[config.mk]
export PLATFORM = sky130hd
export DESIGN_NAME = mbx_host_end_flat
export DESIGN_NICKNAME = d
export VERILOG_FILES = /design/src/core/mbx_pkg.sv /design/src/core/mbx_link_if.sv /design/src/core/mbx_host_end.sv /design/src/flat_wrapper.sv
export VERILOG_INCLUDE_DIRS = /design/src /design/src/core
export SDC_FILE = /design/constraint.sdc
export NUM_CORES = 1
export LEC_CHECK = 0
export BUFFER_PORTS_ARGS = -buffer_cell sky130_fd_sc_hd__buf_2
export CORE_MARGIN = 2
export CORE_UTILIZATION = 40
export CTS_CLUSTER_DIAMETER = 120
export DETAILED_ROUTE_END_ITERATION = 8
export PLACE_DENSITY = 0.71
export SETUP_SLACK_MARGIN = 0.4
export SYNTH_ARGS = -nofsm -noshare
export SYNTH_HDL_FRONTEND = slang
export SYNTH_SLANG_ARGS = --single-unit
[constraint.sdc]
create_clock -name hclk -period 3.59 [get_ports hclk]
set_input_delay 0.718 -clock hclk [delete_from_list [all_inputs] [get_ports hclk]]
set_output_delay 0.718 -clock hclk [all_outputs]
set_load 0.05 [all_outputs]
[src/core/mbx_defs.svh]
/*
 * Constants of the mailbox link: header word layout, mailbox size,
 * handle values, host register map, field positions and reset values.
 * Included by the package and by both ends; definitions only.
 */
`ifndef MBX_DEFS_SVH
`define MBX_DEFS_SVH

// Mailbox geometry: size in 32-bit words, capacity and header size in bytes
`define MBX_WORDS 16
`define MBX_AW 4
`define MBX_CAP_BYTES 32'h00000040
`define MBX_HDR_BYTES 32'h00000028

// Header word indices inside a mailbox
`define HDR_DEST 4'h0
`define HDR_SRC 4'h1
`define HDR_DESTID 4'h2
`define HDR_SRCID 4'h3
`define HDR_LEN 4'h4
`define HDR_ID 4'h5
`define HDR_STATE 4'h6
`define HDR_CMD 4'h7
`define HDR_EXT 4'h8
`define HDR_ROUT 4'h9
`define HDR_DATA0 4'hA

// Handles and command codes
`define CHANNEL_TOKEN 32'h00000020
`define ROUTER_HANDLE 32'h00000100
`define CMD_REGISTER 32'h00000F00
`define STS_OK 32'h00000000

// Host register offsets and window selectors
`define OFF_CTRL 8'h00
`define OFF_STATUS 8'h04
`define OFF_LEN 8'h08
`define OFF_IRQ_STAT 8'h0C
`define OFF_IRQ_MASK 8'h10
`define WIN_SEND 2'h1
`define WIN_RECV 2'h2

// Field positions
`define CTRL_SEND 0
`define CTRL_RDONE 1
`define CTRL_SERVER 2
`define CTRL_SERIAL 3
`define IRQ_RECV 0
`define IRQ_FREE 1
`define IRQ_REFUSED 2

// Reset values and timing counts
`define CTRL_RST 2'h0
`define LEN_RST 32'h00000000
`define MASK_RST 3'h0
`define RD_WAIT 2'h2

`endif

[src/core/mbx_pkg.sv]
/*
 * Types shared by the two ends of the mailbox link.
 * Assumes mbx_defs.svh is on the include path.
 */
`include "mbx_defs.svh"
package mbx_pkg;
  typedef logic [31:0] word_t;
  typedef logic [`MBX_AW-1:0] widx_t;
  typedef enum logic [2:0] {
    DEV_IDLE = 3'b001,
    DEV_WAIT = 3'b010,
    DEV_CONF = 3'b100
  } dev_state_t;
endpackage

[src/core/mbx_link_if.sv]
/*
 * Link between host end and device end: four handshake flags, a write
 * port into the send mailbox and a read port on the receive mailbox.
 * Assumes both ends run on the same clock.
 */
`timescale 1ns/1ns
interface mbx_link_if;
  import mbx_pkg::*;
  logic  host_send_cmd;
  logic  dev_send_ack;
  logic  dev_recv_cmd;
  logic  host_recv_ack;
  logic  sm_we;
  widx_t sm_addr;
  word_t sm_wdata;
  widx_t rm_addr;
  word_t rm_rdata;

  modport dev_end (
    input  host_send_cmd, host_recv_ack, sm_we, sm_addr, sm_wdata,
    input  rm_addr,
    output dev_send_ack, dev_recv_cmd, rm_rdata
  );
  modport host_end (
    output host_send_cmd, host_recv_ack, sm_we, sm_addr, sm_wdata,
    output rm_addr,
    input  dev_send_ack, dev_recv_cmd, rm_rdata
  );
endinterface

[src/core/mbx_host_end.sv]
/*
 * Host end of the mailbox link: an AHB-Lite slave through which
 * software fills the send mailbox, reads the receive mailbox and
 * hands each mailbox over by toggling the host flags.
 * Assumes one AHB master, a single slave whose hreadyout is hready,
 * and a device end on the same clock.
 */
`timescale 1ns/1ns
`include "mbx_defs.svh"
module mbx_host_end (
  input  wire logic           hclk,
  input  wire logic           hresetn,
  input  wire logic           hsel,
  input  wire logic [31:0]    haddr,
  input  wire logic [1:0]     htrans,
  input  wire logic           hwrite,
  input  wire logic [2:0]     hsize,
  input  wire mbx_pkg::word_t hwdata,
  input  wire logic           hready,
  output      logic           hreadyout,
  output      mbx_pkg::word_t hrdata,
  output      logic           hresp,
  output      logic           irq,
  mbx_link_if.host_end        link
);
  import mbx_pkg::*;

  logic       ap;
  logic       ap_valid_reg;
  logic       ap_write_reg;
  logic [7:0] ap_addr_reg;
  logic [1:0] rd_cnt_reg;
  logic [1:0] ctrl_reg;
  word_t      len_reg;
  word_t      sh_dest_reg;
  word_t      sh_src_reg;
  word_t      sh_cmd_reg;
  word_t      rcv_cmd_reg;
  word_t      reg_rdata;
  logic       conf_pend_reg;
  logic       rsp_owed_reg;
  logic [2:0] irq_stat_reg;
  logic [2:0] irq_mask_reg;
  logic [2:0] irq_set;
  logic       send_eq;
  logic       send_eq_prev_reg;
  logic       recv_diff;
  logic       recv_diff_prev_reg;
  logic       wr;
  logic       win_wr;
  logic       do_send;
  logic       do_rdone;
  logic       send_ok;
  logic       blocked;
  logic       refuse;
  logic       rd_clr;

  // Ownership as seen by the host; same clock, so no synchroniser
  assign send_eq   = ~(link.host_send_cmd ^ link.dev_send_ack);
  assign recv_diff = link.dev_recv_cmd ^ link.host_recv_ack;

  // Bus decode: writes act at the end of their one-cycle data phase
  assign ap       = hsel && hready && htrans[1];
  assign wr       = ap_valid_reg && ap_write_reg;
  assign win_wr   = wr && (ap_addr_reg[7:6] == `WIN_SEND);
  assign do_send  = wr && (ap_addr_reg == `OFF_CTRL) && hwdata[`CTRL_SEND];
  assign do_rdone = wr && (ap_addr_reg == `OFF_CTRL) &&
                    hwdata[`CTRL_RDONE];
  assign rd_clr   = ap && !hwrite && (haddr[7:0] == `OFF_IRQ_STAT);

  // A new request is refused while a response is owed or, if serialised,
  // while the previous confirmation is pending; responses always pass
  assign blocked = !sh_cmd_reg[0] &&
                   (rsp_owed_reg ||
                    (ctrl_reg[`CTRL_SERIAL - 2] &&
                     conf_pend_reg));
  assign send_ok = send_eq &&
                   (len_reg <= `MBX_CAP_BYTES) &&
                   (len_reg >= `MBX_HDR_BYTES) &&
                   (sh_dest_reg == `CHANNEL_TOKEN) &&
                   (sh_src_reg != '0) &&
                   !blocked;
  assign refuse  = (win_wr && !send_eq) || (do_send && !send_ok) ||
                   (do_rdone && !recv_diff);

  // Register read data, taken in the address phase
  always_comb begin
    reg_rdata = '0;
    unique case (haddr[7:0])
      `OFF_CTRL:     reg_rdata = {28'h0, ctrl_reg, 2'h0};
      `OFF_STATUS:   reg_rdata = {26'h0, rsp_owed_reg, conf_pend_reg,
                                  link.host_recv_ack, link.dev_recv_cmd,
                                  link.dev_send_ack, link.host_send_cmd};
      `OFF_LEN:      reg_rdata = len_reg;
      `OFF_IRQ_STAT: reg_rdata = {29'h0, irq_stat_reg};
      `OFF_IRQ_MASK: reg_rdata = {29'h0, irq_mask_reg};
      default:       reg_rdata = '0;
    endcase
  end

  // Address phase capture; held while a read is stretched
  always_ff @(posedge hclk or negedge hresetn) begin
    if (!hresetn) begin
      ap_valid_reg <= 1'b0;
      ap_write_reg <= 1'b0;
      ap_addr_reg  <= '0;
    end else if (hready) begin
      ap_valid_reg <= ap;
      ap_write_reg <= hwrite;
      ap_addr_reg  <= haddr[7:0];
    end
  end

  // Read path: the mailbox window costs two wait states because
  // the device registers its read port
  always_ff @(posedge hclk or negedge hresetn) begin
    if (!hresetn) begin
      hreadyout    <= 1'b1;
      hrdata       <= '0;
      rd_cnt_reg   <= 2'h0;
      link.rm_addr <= '0;
      rcv_cmd_reg  <= '0;
    end else if (ap && !hwrite && haddr[7:6] == `WIN_RECV) begin
      hreadyout    <= 1'b0;
      rd_cnt_reg   <= `RD_WAIT;
      link.rm_addr <= haddr[5:2];
    end else if (rd_cnt_reg == 2'h1) begin
      hreadyout  <= 1'b1;
      rd_cnt_reg <= 2'h0;
      hrdata     <= recv_diff ? link.rm_rdata : '0;
      if (recv_diff && link.rm_addr == `HDR_CMD) begin
        rcv_cmd_reg <= link.rm_rdata;
      end
    end else if (rd_cnt_reg != 2'h0) begin
      rd_cnt_reg <= rd_cnt_reg - 2'h1;
    end else if (ap && !hwrite) begin
      hrdata <= reg_rdata;
    end
  end

  // Error response is never used
  always_ff @(posedge hclk or negedge hresetn) begin
    if (!hresetn) begin
      hresp <= 1'b0;
    end else begin
      hresp <= 1'b0;
    end
  end

  // Software-written configuration
  always_ff @(posedge hclk or negedge hresetn) begin
    if (!hresetn) begin
      ctrl_reg     <= `CTRL_RST;
      len_reg      <= `LEN_RST;
      irq_mask_reg <= `MASK_RST;
    end else if (wr) begin
      if (ap_addr_reg == `OFF_CTRL) begin
        ctrl_reg <= hwdata[`CTRL_SERIAL:`CTRL_SERVER];
      end
      if (ap_addr_reg == `OFF_LEN) begin
        len_reg <= hwdata;
      end
      if (ap_addr_reg == `OFF_IRQ_MASK) begin
        irq_mask_reg <= hwdata[2:0];
      end
    end
  end

  // Send window: writes pass only while the host owns the box;
  // destination, source and command are shadowed for the checks
  always_ff @(posedge hclk or negedge hresetn) begin
    if (!hresetn) begin
      link.sm_we    <= 1'b0;
      link.sm_addr  <= '0;
      link.sm_wdata <= '0;
      sh_dest_reg   <= '0;
      sh_src_reg    <= '0;
      sh_cmd_reg    <= '0;
    end else begin
      link.sm_we <= win_wr && send_eq;
      if (win_wr && send_eq) begin
        link.sm_addr  <= ap_addr_reg[5:2];
        link.sm_wdata <= hwdata;
        if (ap_addr_reg[5:2] == `HDR_DEST) begin
          sh_dest_reg <= hwdata;
        end
        if (ap_addr_reg[5:2] == `HDR_SRC) begin
          sh_src_reg <= hwdata;
        end
        if (ap_addr_reg[5:2] == `HDR_CMD) begin
          sh_cmd_reg <= hwdata;
        end
      end
    end
  end

  // Host flags: the hand-over is the last act of a transfer
  always_ff @(posedge hclk or negedge hresetn) begin
    if (!hresetn) begin
      link.host_send_cmd <= 1'b0;
      link.host_recv_ack <= 1'b0;
    end else begin
      if (do_send && send_ok) begin
        link.host_send_cmd <= ~link.host_send_cmd;
      end
      if (do_rdone && recv_diff) begin
        link.host_recv_ack <= ~link.host_recv_ack;
      end
    end
  end

  // Conversation tracking: odd codes are replies to even requests
  always_ff @(posedge hclk or negedge hresetn) begin
    if (!hresetn) begin
      conf_pend_reg <= 1'b0;
      rsp_owed_reg  <= 1'b0;
    end else begin
      if (do_rdone && recv_diff) begin
        if (rcv_cmd_reg[0]) begin
          conf_pend_reg <= 1'b0;
        end else if (ctrl_reg[`CTRL_SERVER - 2] ||
                     rcv_cmd_reg[1]) begin
          rsp_owed_reg <= 1'b1;
        end
      end
      // Send updates come after receive-done updates so a same-cycle send is not lost
      if (do_send && send_ok) begin
        if (sh_cmd_reg[0]) begin
          rsp_owed_reg <= 1'b0;
        end else begin
          conf_pend_reg <= 1'b1;
        end
      end
    end
  end

  // Edge detectors on ownership changes
  always_ff @(posedge hclk or negedge hresetn) begin
    if (!hresetn) begin
      send_eq_prev_reg   <= 1'b1;
      recv_diff_prev_reg <= 1'b0;
    end else begin
      send_eq_prev_reg   <= send_eq;
      recv_diff_prev_reg <= recv_diff;
    end
  end

  assign irq_set[`IRQ_RECV]    = recv_diff && !recv_diff_prev_reg;
  assign irq_set[`IRQ_FREE]    = send_eq && !send_eq_prev_reg;
  assign irq_set[`IRQ_REFUSED] = refuse;

  // Sticky status, cleared by its read; a new event wins the clear
  always_ff @(posedge hclk or negedge hresetn) begin
    if (!hresetn) begin
      irq_stat_reg <= 3'h0;
      irq <= 1'b0;
    end else begin
      irq_stat_reg <= (irq_stat_reg & ~{3{rd_clr}}) | irq_set;
      irq <= |(irq_stat_reg & irq_mask_reg);
    end
  end

endmodule // mbx_host_end

[src/flat_wrapper.sv]
// flat-port wrapper written by rule: the top's interface ports become plain ports
module mbx_host_end_flat import mbx_pkg::*;
  (hclk, hresetn, hsel, haddr, htrans, hwrite, hsize, hwdata, hready, hreadyout, hrdata, hresp, irq, link_host_send_cmd, link_host_recv_ack, link_sm_we, link_sm_addr, link_sm_wdata, link_rm_addr, link_dev_send_ack, link_dev_recv_cmd, link_rm_rdata);
  mbx_link_if link_i ();
  input  wire logic hclk;
  input  wire logic hresetn;
  input  wire logic hsel;
  input  wire logic [31:0] haddr;
  input  wire logic [1:0] htrans;
  input  wire logic hwrite;
  input  wire logic [2:0] hsize;
  input  wire mbx_pkg::word_t hwdata;
  input  wire logic hready;
  output      logic hreadyout;
  output      mbx_pkg::word_t hrdata;
  output      logic hresp;
  output      logic irq;
  output wire logic [$bits(link_i.host_send_cmd)-1:0] link_host_send_cmd;
  output wire logic [$bits(link_i.host_recv_ack)-1:0] link_host_recv_ack;
  output wire logic [$bits(link_i.sm_we)-1:0] link_sm_we;
  output wire logic [$bits(link_i.sm_addr)-1:0] link_sm_addr;
  output wire logic [$bits(link_i.sm_wdata)-1:0] link_sm_wdata;
  output wire logic [$bits(link_i.rm_addr)-1:0] link_rm_addr;
  input wire logic [$bits(link_i.dev_send_ack)-1:0] link_dev_send_ack;
  input wire logic [$bits(link_i.dev_recv_cmd)-1:0] link_dev_recv_cmd;
  input wire logic [$bits(link_i.rm_rdata)-1:0] link_rm_rdata;
  assign link_host_send_cmd = link_i.host_send_cmd;
  assign link_host_recv_ack = link_i.host_recv_ack;
  assign link_sm_we = link_i.sm_we;
  assign link_sm_addr = link_i.sm_addr;
  assign link_sm_wdata = link_i.sm_wdata;
  assign link_rm_addr = link_i.rm_addr;
  assign link_i.dev_send_ack = link_dev_send_ack;
  assign link_i.dev_recv_cmd = link_dev_recv_cmd;
  assign link_i.rm_rdata = link_rm_rdata;
  mbx_host_end u_core (.hclk(hclk), .hresetn(hresetn), .hsel(hsel), .haddr(haddr), .htrans(htrans), .hwrite(hwrite), .hsize(hsize), .hwdata(hwdata), .hready(hready), .hreadyout(hreadyout), .hrdata(hrdata), .hresp(hresp), .irq(irq), .link(link_i));
endmodule
======== Word level (Yosys, flattened, before mapping) ========
Cells that the tools add are included.
operators by class
  add/sub/neg operators ................... 1
  order comparisons ....................... 2
  equality and inequality tests ........... 14
  muxes and demuxes ....................... 19
  bitwise logic cells ..................... 10
  reductions and logical operators ........ 54
operators with widths
  kind                                                                                   number
  32-bit one-hot mux with 5 select lines                                                 1
  32-bit 2-to-1 mux                                                                      4
  32-bit by 6-bit equality test with 1-bit output (second input constant)                1
  32-bit by 6-bit greater-or-equal comparator with 1-bit output (second input constant)  1
  32-bit by 7-bit less-or-equal comparator with 1-bit output (second input constant)     1
  32-bit nonzero test                                                                    1
  1-bit logical AND                                                                      26
  8-bit by 4-bit equality test with 1-bit output (second input constant)                 3
  8-bit by 5-bit equality test with 1-bit output (second input constant)                 2
  8-bit logical NOT                                                                      2
  2-bit AND reduction                                                                    6
  1-bit 2-to-1 mux                                                                       11
  4-bit by 3-bit equality test with 1-bit output (second input constant)                 2
  8-bit by 3-bit equality test with 1-bit output (second input constant)                 1
  1-bit logical NOT                                                                      7
  3-bit AND                                                                              2
  2-bit 2-to-1 mux                                                                       3
  3-bit AND reduction                                                                    2
  2-bit nonzero test                                                                     3
  2-bit by 1-bit equality test with 1-bit output (second input constant)                 2
  4-bit by 1-bit equality test with 1-bit output (second input constant)                 1
  4-bit logical NOT                                                                      1
  1-bit logical OR                                                                       4
  1-bit NOT                                                                              4
  other kinds (8)                                                                        9
storage, ports and cells
  flip-flop bits (word level) ............. 200
  input bits .............................. 108
  output and inout port bits .............. 78
  logic and storage cells ................. 125

======== Longest topological paths before layout ========
Gate-level depths: netlist of run 1.
  depth in word-level cells ............... 12
  gate-level depth with buffers ........... 8
  depth with buffers taken out ............ 6

======== Worst setup path after synthesis of run 1 ========
Ideal clock, no wire load.
  path type ............................... input -> register
  start point ............................. input port haddr[0]
  end point ............................... register u_core.hrdata[17]
  library setup time ...................... 73 ps
  arrival time ............................ 2291 ps
  required time ........................... 3517 ps
  setup slack ............................. 1226 ps
  cell stages on the path ................. 6
  path buffers ............................ 1
  cells stage by stage .................... or4_4 > nor4b_4 > nor3b_4 > buf_6 > a22oi_1 > a21oi_2
on the way
  longest elaborated chain between the ends .. 5
  elaborated cells between the ends (all ways) .. 9
  classes of those cells .................. eq/ne: 4; mux: 4; reduce/logical: 1
RTL lines
  element                                                                       line                 source
  start, declared                                                               flat_wrapper.sv:8    input wire logic [31:0] haddr;
  8-bit by 5-bit equality test with 1-bit output, or another cell as far along  mbx_host_end.sv:89   unique case (haddr[7:0])
  32-bit one-hot mux with 5 select lines (*)                                    mbx_host_end.sv:89
  32-bit 2-to-1 mux (*)                                                         mbx_host_end.sv:136  end else if (ap && !hwrite) begin
  32-bit 2-to-1 mux (*)                                                         mbx_host_end.sv:134  end else if (rd_cnt_reg != 2'h0) begin
  32-bit 2-to-1 mux (*)                                                         mbx_host_end.sv:127  end else if (rd_cnt_reg == 2'h1) begin
  end signal, assigned                                                          mbx_host_end.sv:130  hrdata <= recv_diff ? link.rm_rdata : '0;
  end signal, assigned                                                          mbx_host_end.sv:137  hrdata <= reg_rdata;
  end, declared                                                                 mbx_host_end.sv:21   output mbx_pkg::word_t hrdata,
Every way passes the cells marked *; elsewhere a longest branch is shown, timed or not. The select of a mux whose other input is x is not followed.
A chain may end at the register's enable or synchronous reset.

======== Worst setup path after layout of run 1 ========
  start point ............................. input port haddr[5]
  end point ............................... register u_core.hrdata[8]
The elaborated chain is that of the path after synthesis.

==> run metrics, run 1 <==
status finished clean; Setup TNS 0 ps; Syn Area/Cell 13.6 um^2; Crit. End Element register; area delta synth->final 20.1%; post-synthesis compound-gate area fraction 7.65%; worst r2r src u_core.ap_addr_reg[2]; CTS clk-pin slew, worst paths 60 ps; Worst-Margin Slew 835 ps; Clock Power Share 27.3%; sequential share of the synthesized area 59.9%; dpl cells 1016; RSZ-0062 raised after global routing false; internal reg-to-reg setup slack 1380 ps; Switching Power 0.00282 W; Total Wirelength 18.7 mm; vias in the first global route 5417; die area 22100 um^2; Hold Path Class input pin to asynchronous set/reset pin; XOR/XNOR Fraction of Synth Area 0.314%; Max Cap Violations 0; maximum fanout along the worst path 26; synth unique cells 50; Skew-Pair Late Insertion Delay 430 ps; DR iter-0 viols 295; Gate Count Post-Synth 613; total global-route track usage 17.3%; syn nets 723; post-route ant nets 0; Post-synth EDFFs 0; Starting Density 41.1%; Synth Area in Simple Gates 8.11%; port buffer count 156; total CTS buffers 17; 1st-pass router iterations 5; CP delay by family, top simple AND/OR/NAND/NOR gates; Die H 149 um; max incr delay on CP 560 ps; Routed wire per std cell 17.9 um; post-CTS setup buffer count 0; WP data arrival 2570 ps; Mapped Area 8360 um^2; crit path kind input pin to register; via count 5486; DP HPWL 13.4 mm; worst rel slew slack 43.8%; Max clock buf depth 2; first-pass GRT wire length 29.6 mm; Final min period 2230 ps; CTS Sinks 200; mux cell area share after synthesis 21.4%; fin. max-slew vios 0; slowest CP cell or4_4; largest net degree at the start of global routing 79; Yosys warning count 0; Seq cells post-synth 200; predominant post-synthesis flop cell dfrtp_1; drt via density 5.24; Leak 4.74 nW; Synth async-reset ratio 100%; worst path cell trace buf_2 > or4_4 > nor4b_4 > nor3b_4 > buf_4 > a22oi_1 > a21oi_1; R2R cell count 5; initial antenna violation count 0; final hold violations 0; RR Endpoint u_core.rsp_owed_reg; power share of the combinational group 33.5%; Worst Skew 8.70 ps; worst vdd ir 0.000352 V; Power per Cell Area 729 nW/um^2; Critical path buffers and inverters 2; setup violation total in the final timing report 0; H-tree levels 4; clk root buf clkbuf_16; cts-stage hold buffer count 0; maximum clock rate 448 MHz; Synth Area in Adders 0.299%; Sw Share 38.5%; share of cells above drive strength 1 48.6%; TritonCTS clock tree yes; # rows 52; GP Congestion 0.802; ANT cells 0; Final WS setup 1360 ps; post-CTS sizing 0; critical path required time 3930 ps; P_int 0.00450 W; CORE AREA 20400 um^2; grt ovf 0; Tcrit/Tclk final 62.2%; part of the power in registers 39.2%; Worst setup SP type input pin; main combinational cell family by area after synthesis multiplexers; Finished Layout Cells 1047; chip width 149 um; I/O pin count 186; Remaining DRCs 0; pre-CTS WS 943 ps; Final #Nets 875
power by group through the flow:
stage               registers [W]  logic [W]  clock network (W)
finish                    0.00287    0.00245            0.00200
global placement          0.00290    0.00244                  0
global route              0.00292    0.00261            0.00215
CTS                       0.00288    0.00247            0.00205
detailed placement        0.00292    0.00247                  0
floorplan                 0.00400   0.000772                  0
worst reg2reg max path, stage by stage (launching register included):
cell and delay [ps]:
dfrtp_1 440, or4_1 580, nor3b_2 470, and2_1 220
nand4_1 170, o22a_1 230
worst max-delay path by stage:
stage | startpoint | end | slack [ps] | cells after the start
floorplan | haddr[0] | u_core.hrdata[17] | 1230 | 6
global placement | haddr[5] | u_core.hrdata[25] | 950 | 7
detailed placement | haddr[0] | u_core.hrdata[18] | 940 | 7
CTS | haddr[0] | u_core.hrdata[8] | 1380 | 7
global route | u_core.ap_addr_reg[2] | u_core.rsp_owed_reg | 1230 | 5
finish | haddr[5] | u_core.hrdata[8] | 1360 | 7
kinds of logic (layout without fill, tap and decap cells):
kind of cell	count (synthesis)	in the layout
buf+inv	41	205
simple gates	120	120
fa+ha+maj	2	2
compound gates	87	87
xor+xnor	3	3
other cells	1	1
mux	159	159
flops	200	200
synthesized netlist by cell type (all sizes together) (2+ instances only):
cell	n	area, um^2
dfstp	2	52.6
clkbuf	20	85.1
nand3b	8	60.1
a22oi	31	248
nor4	25	156
mux2	155	1750
a21oi	35	250
a22o	2	17.5
and4b	2	20.0
o21ai	10	50.1
or2	2	12.5
xnor2	2	17.5
nor2	41	154
nor4b	2	32.5
ha	2	25.0
buf	13	81.3
nor3b	3	38.8
or4	2	18.8
dfrtp	198	4950
mux2i	4	40.0
and2	2	12.5
inv	8	30.0
a2bb2oi	2	17.5
nand4	8	50.1
nor2b	3	18.8
nor3	5	25.0
nand2	9	33.8
nand3	6	30.0
placed cells by master, fill, tap and decap left out, drive strengths merged, types with 2 or more instances in the layout:
cell and count:
dfrtp 198, buf 165, mux2 155, nor2 41
a21oi 35, a22oi 31, nor4 25, clkbuf 23
inv 12, o21ai 10, nand2 9, nand4 8
nand3b 8, nand3 6, nor3 5, mux2i 4
nor2b 3, bufinv 3, nor3b 3, xnor2 2
and4b 2, and2 2, or2 2, a22o 2
a2bb2oi 2, ha 2, clkinv 2, dfstp 2
or4 2, nor4b 2
area by class of cell:
class,instances,area (um^2)
clock inverters,9,135
flip-flops and latches,200,5010
clock buffers,22,484
multi-input cells,372,3170
inverters,8,30.0
repair buffers,166,877
well taps,270,338
fillers,1795,10300
per-stage QoR:
stage	instance area, um^2	hold WS (ps)	util, %	power, W
6_report	10000	313	49.3	0.00733
3_5_place_dp	9420	449	46.3	0.00539
3_3_place_gp	9420	460	46.3	0.00534
5_1_grt	10000	352	49.3	0.00768
4_1_cts	10000	331	49.3	0.00740
2_1_floorplan	8360	413	-	0.00477
routing by layer:
layer / track usage (%) / vias up / routed length [um]
li1: - / 2555 / -
met1: 25.9 / 2777 / 9210
met2: 25.8 / 141 / 8420
met3: 3.22 / 13 / 930
met4: 4.48 / 0 / 172
met5: 0 / - / 0
Power figures use the tool's default switching activity.
==> run 2, diff against run 1 <==
--- a/config.mk
+++ b/config.mk
@@ -11,7 +11,7 @@
 export CORE_UTILIZATION = 40
 export CTS_CLUSTER_DIAMETER = 120
 export DETAILED_ROUTE_END_ITERATION = 8
-export PLACE_DENSITY = 0.71
+export PLACE_DENSITY = 0.73
 export SETUP_SLACK_MARGIN = 0.4
 export SYNTH_ARGS = -nofsm -noshare
 export SYNTH_HDL_FRONTEND = slang
==> constraint.sdc (replaced) <==
create_clock -name hclk -period 1.8 [get_ports hclk]
set_input_delay 0.36 -clock hclk [delete_from_list [all_inputs] [get_ports hclk]]
set_output_delay 0.36 -clock hclk [all_outputs]
set_load 0.05 [all_outputs]
==> run 2 against run 1 <==
Compared with the run above:
- the run now ends with setup timing left
- final cell count rose by 12%
- power rose by 120%
- sequential share of layout area fell by 11 points
- critical path type is now register to register
- critical endpoint is now u_core.rsp_owed_reg
- highest routed layer unchanged
==> run metrics, run 2 (synthesized netlist as in run 1, its figures left out) <==
Max clock buf depth 2 (unchanged); critical path depth 6 (-1); Switching Power 0.00630 W (+120%); max incr delay on CP 400 ps (-160 ps); Crit. End Element register; vias in the first global route 6510 (+20%); RR Endpoint u_core.rsp_owed_reg; P_int 0.0101 W (+120%); Hold WS 144 ps (-169 ps); Remaining DRCs 0 (unchanged); Worst Skew 9.75 ps (+1.05 ps); via count 6286 (+15%); I/O pin count 186 (unchanged); first-pass GRT wire length 38.0 mm (+28%); critical path required time 2120 ps (-1810 ps); commonest non-fill, non-tap cell in the layout dfrtp_1; dpl cells 1082 (+6.5%); initial antenna violation count 0 (unchanged); internal reg-to-reg setup slack -190 ps (-1570 ps); maximum fanout along the worst path 3 (-88%); share of cells above drive strength 1 64.0% (+15 points); setup violation total in the final timing report 95 (+95); part of the power in registers 36.0% (-3.2 points); GR peak layer met2; Max Cap Violations 0 (unchanged); Hold Path Class input pin to register; pre-CTS WS -362 ps (-1310 ps); Skew-Pair Late Insertion Delay 440 ps (about the same); crit path kind register to register; Clock Power Share 23.9% (-3.4 points); chip width 149 um (unchanged); R2R cell count 6 (+1); crit path capture u_core.rsp_owed_reg; most used cell, CP nand4_1; 1st-pass router iterations 4 (-1); Routed wire per std cell 21.4 um (+19%); RSZ-0062 raised after global routing true; power share of the combinational group 40.1% (+6.6 points); CORE AREA 20400 um^2 (unchanged); CP delay by family, top simple AND/OR/NAND/NOR gates; Tcrit/Tclk final 111%; largest net degree at the start of global routing 58 (-27%); met3 usage 4.63% (+1.4 points); final hold violations 0 (unchanged); Worst setup SP type register; drt via density 5.37 (+2.4%); worst r2r src u_core.len_reg[30]; M1 GR Usage 31.8% (+5.9 points); Finished Layout Cells 1171 (+12%); most frequent cells in the layout dfrtp_1 (196), buf_6 (92), buf_4 (81); H-tree levels 4 (unchanged); Final min period 1990 ps; Sw Share 38.5% (-0.042 points); CTS clk-pin slew, worst paths 70 ps (about the same); status finished with violations; Starting Density 41.1% (unchanged); die area 22100 um^2 (unchanged); grt ovf 0 (unchanged); total global-route track usage 22.6% (+5.4 points); slowest CP cell dfrtp_1; area delta synth->final 52.2%; failing checks setup timing; worst vdd ir 0.000730 V (+110%); WP data arrival 2320 ps (-250 ps); CP Launch Point u_core.len_reg[30]; Leak 5.97 nW (+26%); Final WS setup -194 ps (-1550 ps); total CTS buffers 17 (unchanged); Die H 149 um (unchanged); DP HPWL 15.1 mm (+13%); Critical path buffers and inverters 1 (-1); # rows 52 (unchanged); post-route ant nets 0 (unchanged); TritonCTS clock tree yes; clk root buf clkbuf_16; Power per Cell Area 1290 nW/um^2 (+76%); Total Wirelength 25.0 mm (+34%); Fill cells 1431 (-20%); DR iter-0 viols 428 (+45%); worst path cell trace nor4_1 > nand4_1 > nor4_2 > buf_4 > nand4_1 > o22a_1; port buffer count 156 (unchanged); maximum clock rate 501 MHz; GP Congestion 0.827 (+3.1%); CTS Sinks 200 (unchanged); fin. max-slew vios 0 (unchanged); met2 Usage GRT 36.8% (+11 points); Final #Nets 997 (+14%)
## run 2: power by group through the flow
stage | clock network [W] | registers [W] | logic (W)
global placement | 0 | 0.00578 | 0.00529
finish | 0.00391 | 0.00590 | 0.00656
floorplan | 0 | 0.00799 | 0.00175
CTS | 0.00394 | 0.00582 | 0.00621
detailed placement | 0 | 0.00580 | 0.00538
global route | 0.00415 | 0.00598 | 0.00688
## run 2: metrics by stage
stage | TNS [ps] | power (W) | utilization (%) | cell area (um^2)
6_report | -4710 | 0.0164 | 62.5 | 12700
5_1_grt | -12760 | 0.0170 | 62.5 | 12700
3_3_place_gp | -10760 | 0.0111 | 50.6 | 10300
4_1_cts | -2090 | 0.0160 | 60.5 | 12300
2_1_floorplan | -5990 | 0.00974 | - | 8780
3_5_place_dp | -11980 | 0.0112 | 50.6 | 10300
## run 2: worst min path at each step
| stage | from | endpoint | slack, ps | cells after the start |
|---|---|---|---|---|
| final | haddr[0] | u_core.ap_addr_reg[0] | 140 | 2 |
| after global routing | haddr[0] | u_core.ap_addr_reg[0] | 130 | 2 |
| after CTS | hsel | u_core.ap_valid_reg | 150 | 3 |
| after detailed placement | hresetn | u_core.link.sm_wdata[2] | 290 | 1 |
| after global placement | hresetn | u_core.link.sm_wdata[2] | 300 | 1 |
| after floorplan | hresetn | u_core.ap_addr_reg[0] | 60 | 0 |
## run 2: final cells by class
| type | count | area (um^2) | share of cell area [%] |
|---|---|---|---|
| clock inverter | 13 | 143 | 1.12 |
| inverter | 8 | 30.0 | 0.236 |
| sequential | 200 | 5010 | 39.4 |
| tap | 270 | 338 | 2.65 |
| clock buffer | 19 | 453 | 3.56 |
| timing repair buffer | 288 | 2860 | 22.5 |
| multi-input combinational | 372 | 3890 | 30.5 |
| antenna | 1 | 2.50 | 0.0197 |
## run 2: worst register-to-register path: stages, from the launching register on
cell and delay, ps:
dfrtp_1 400, nor4_1 350, nand4_1 200, nor4_2 290, buf_4 170, nand4_1 220, o22a_1 250
## run 2: metal layers
layer  wire length [um]  vias to the layer above
met5                  0                        -
met3               1260                       21
met4                212                        0
met1              11300                     3246
met2              12300                      215
li1                   -                     2804
## run 2: repair_timing
item                                    4_1_cts  5_1_grt
gates cloned                                 14        2
gates resized for setup                     226       70
hold buffers                                  1        0
setup buffers                                31        8
pin swaps                                    39       31
hold endpoints to repair                     31        0
endpoints found under the setup margin      252      219
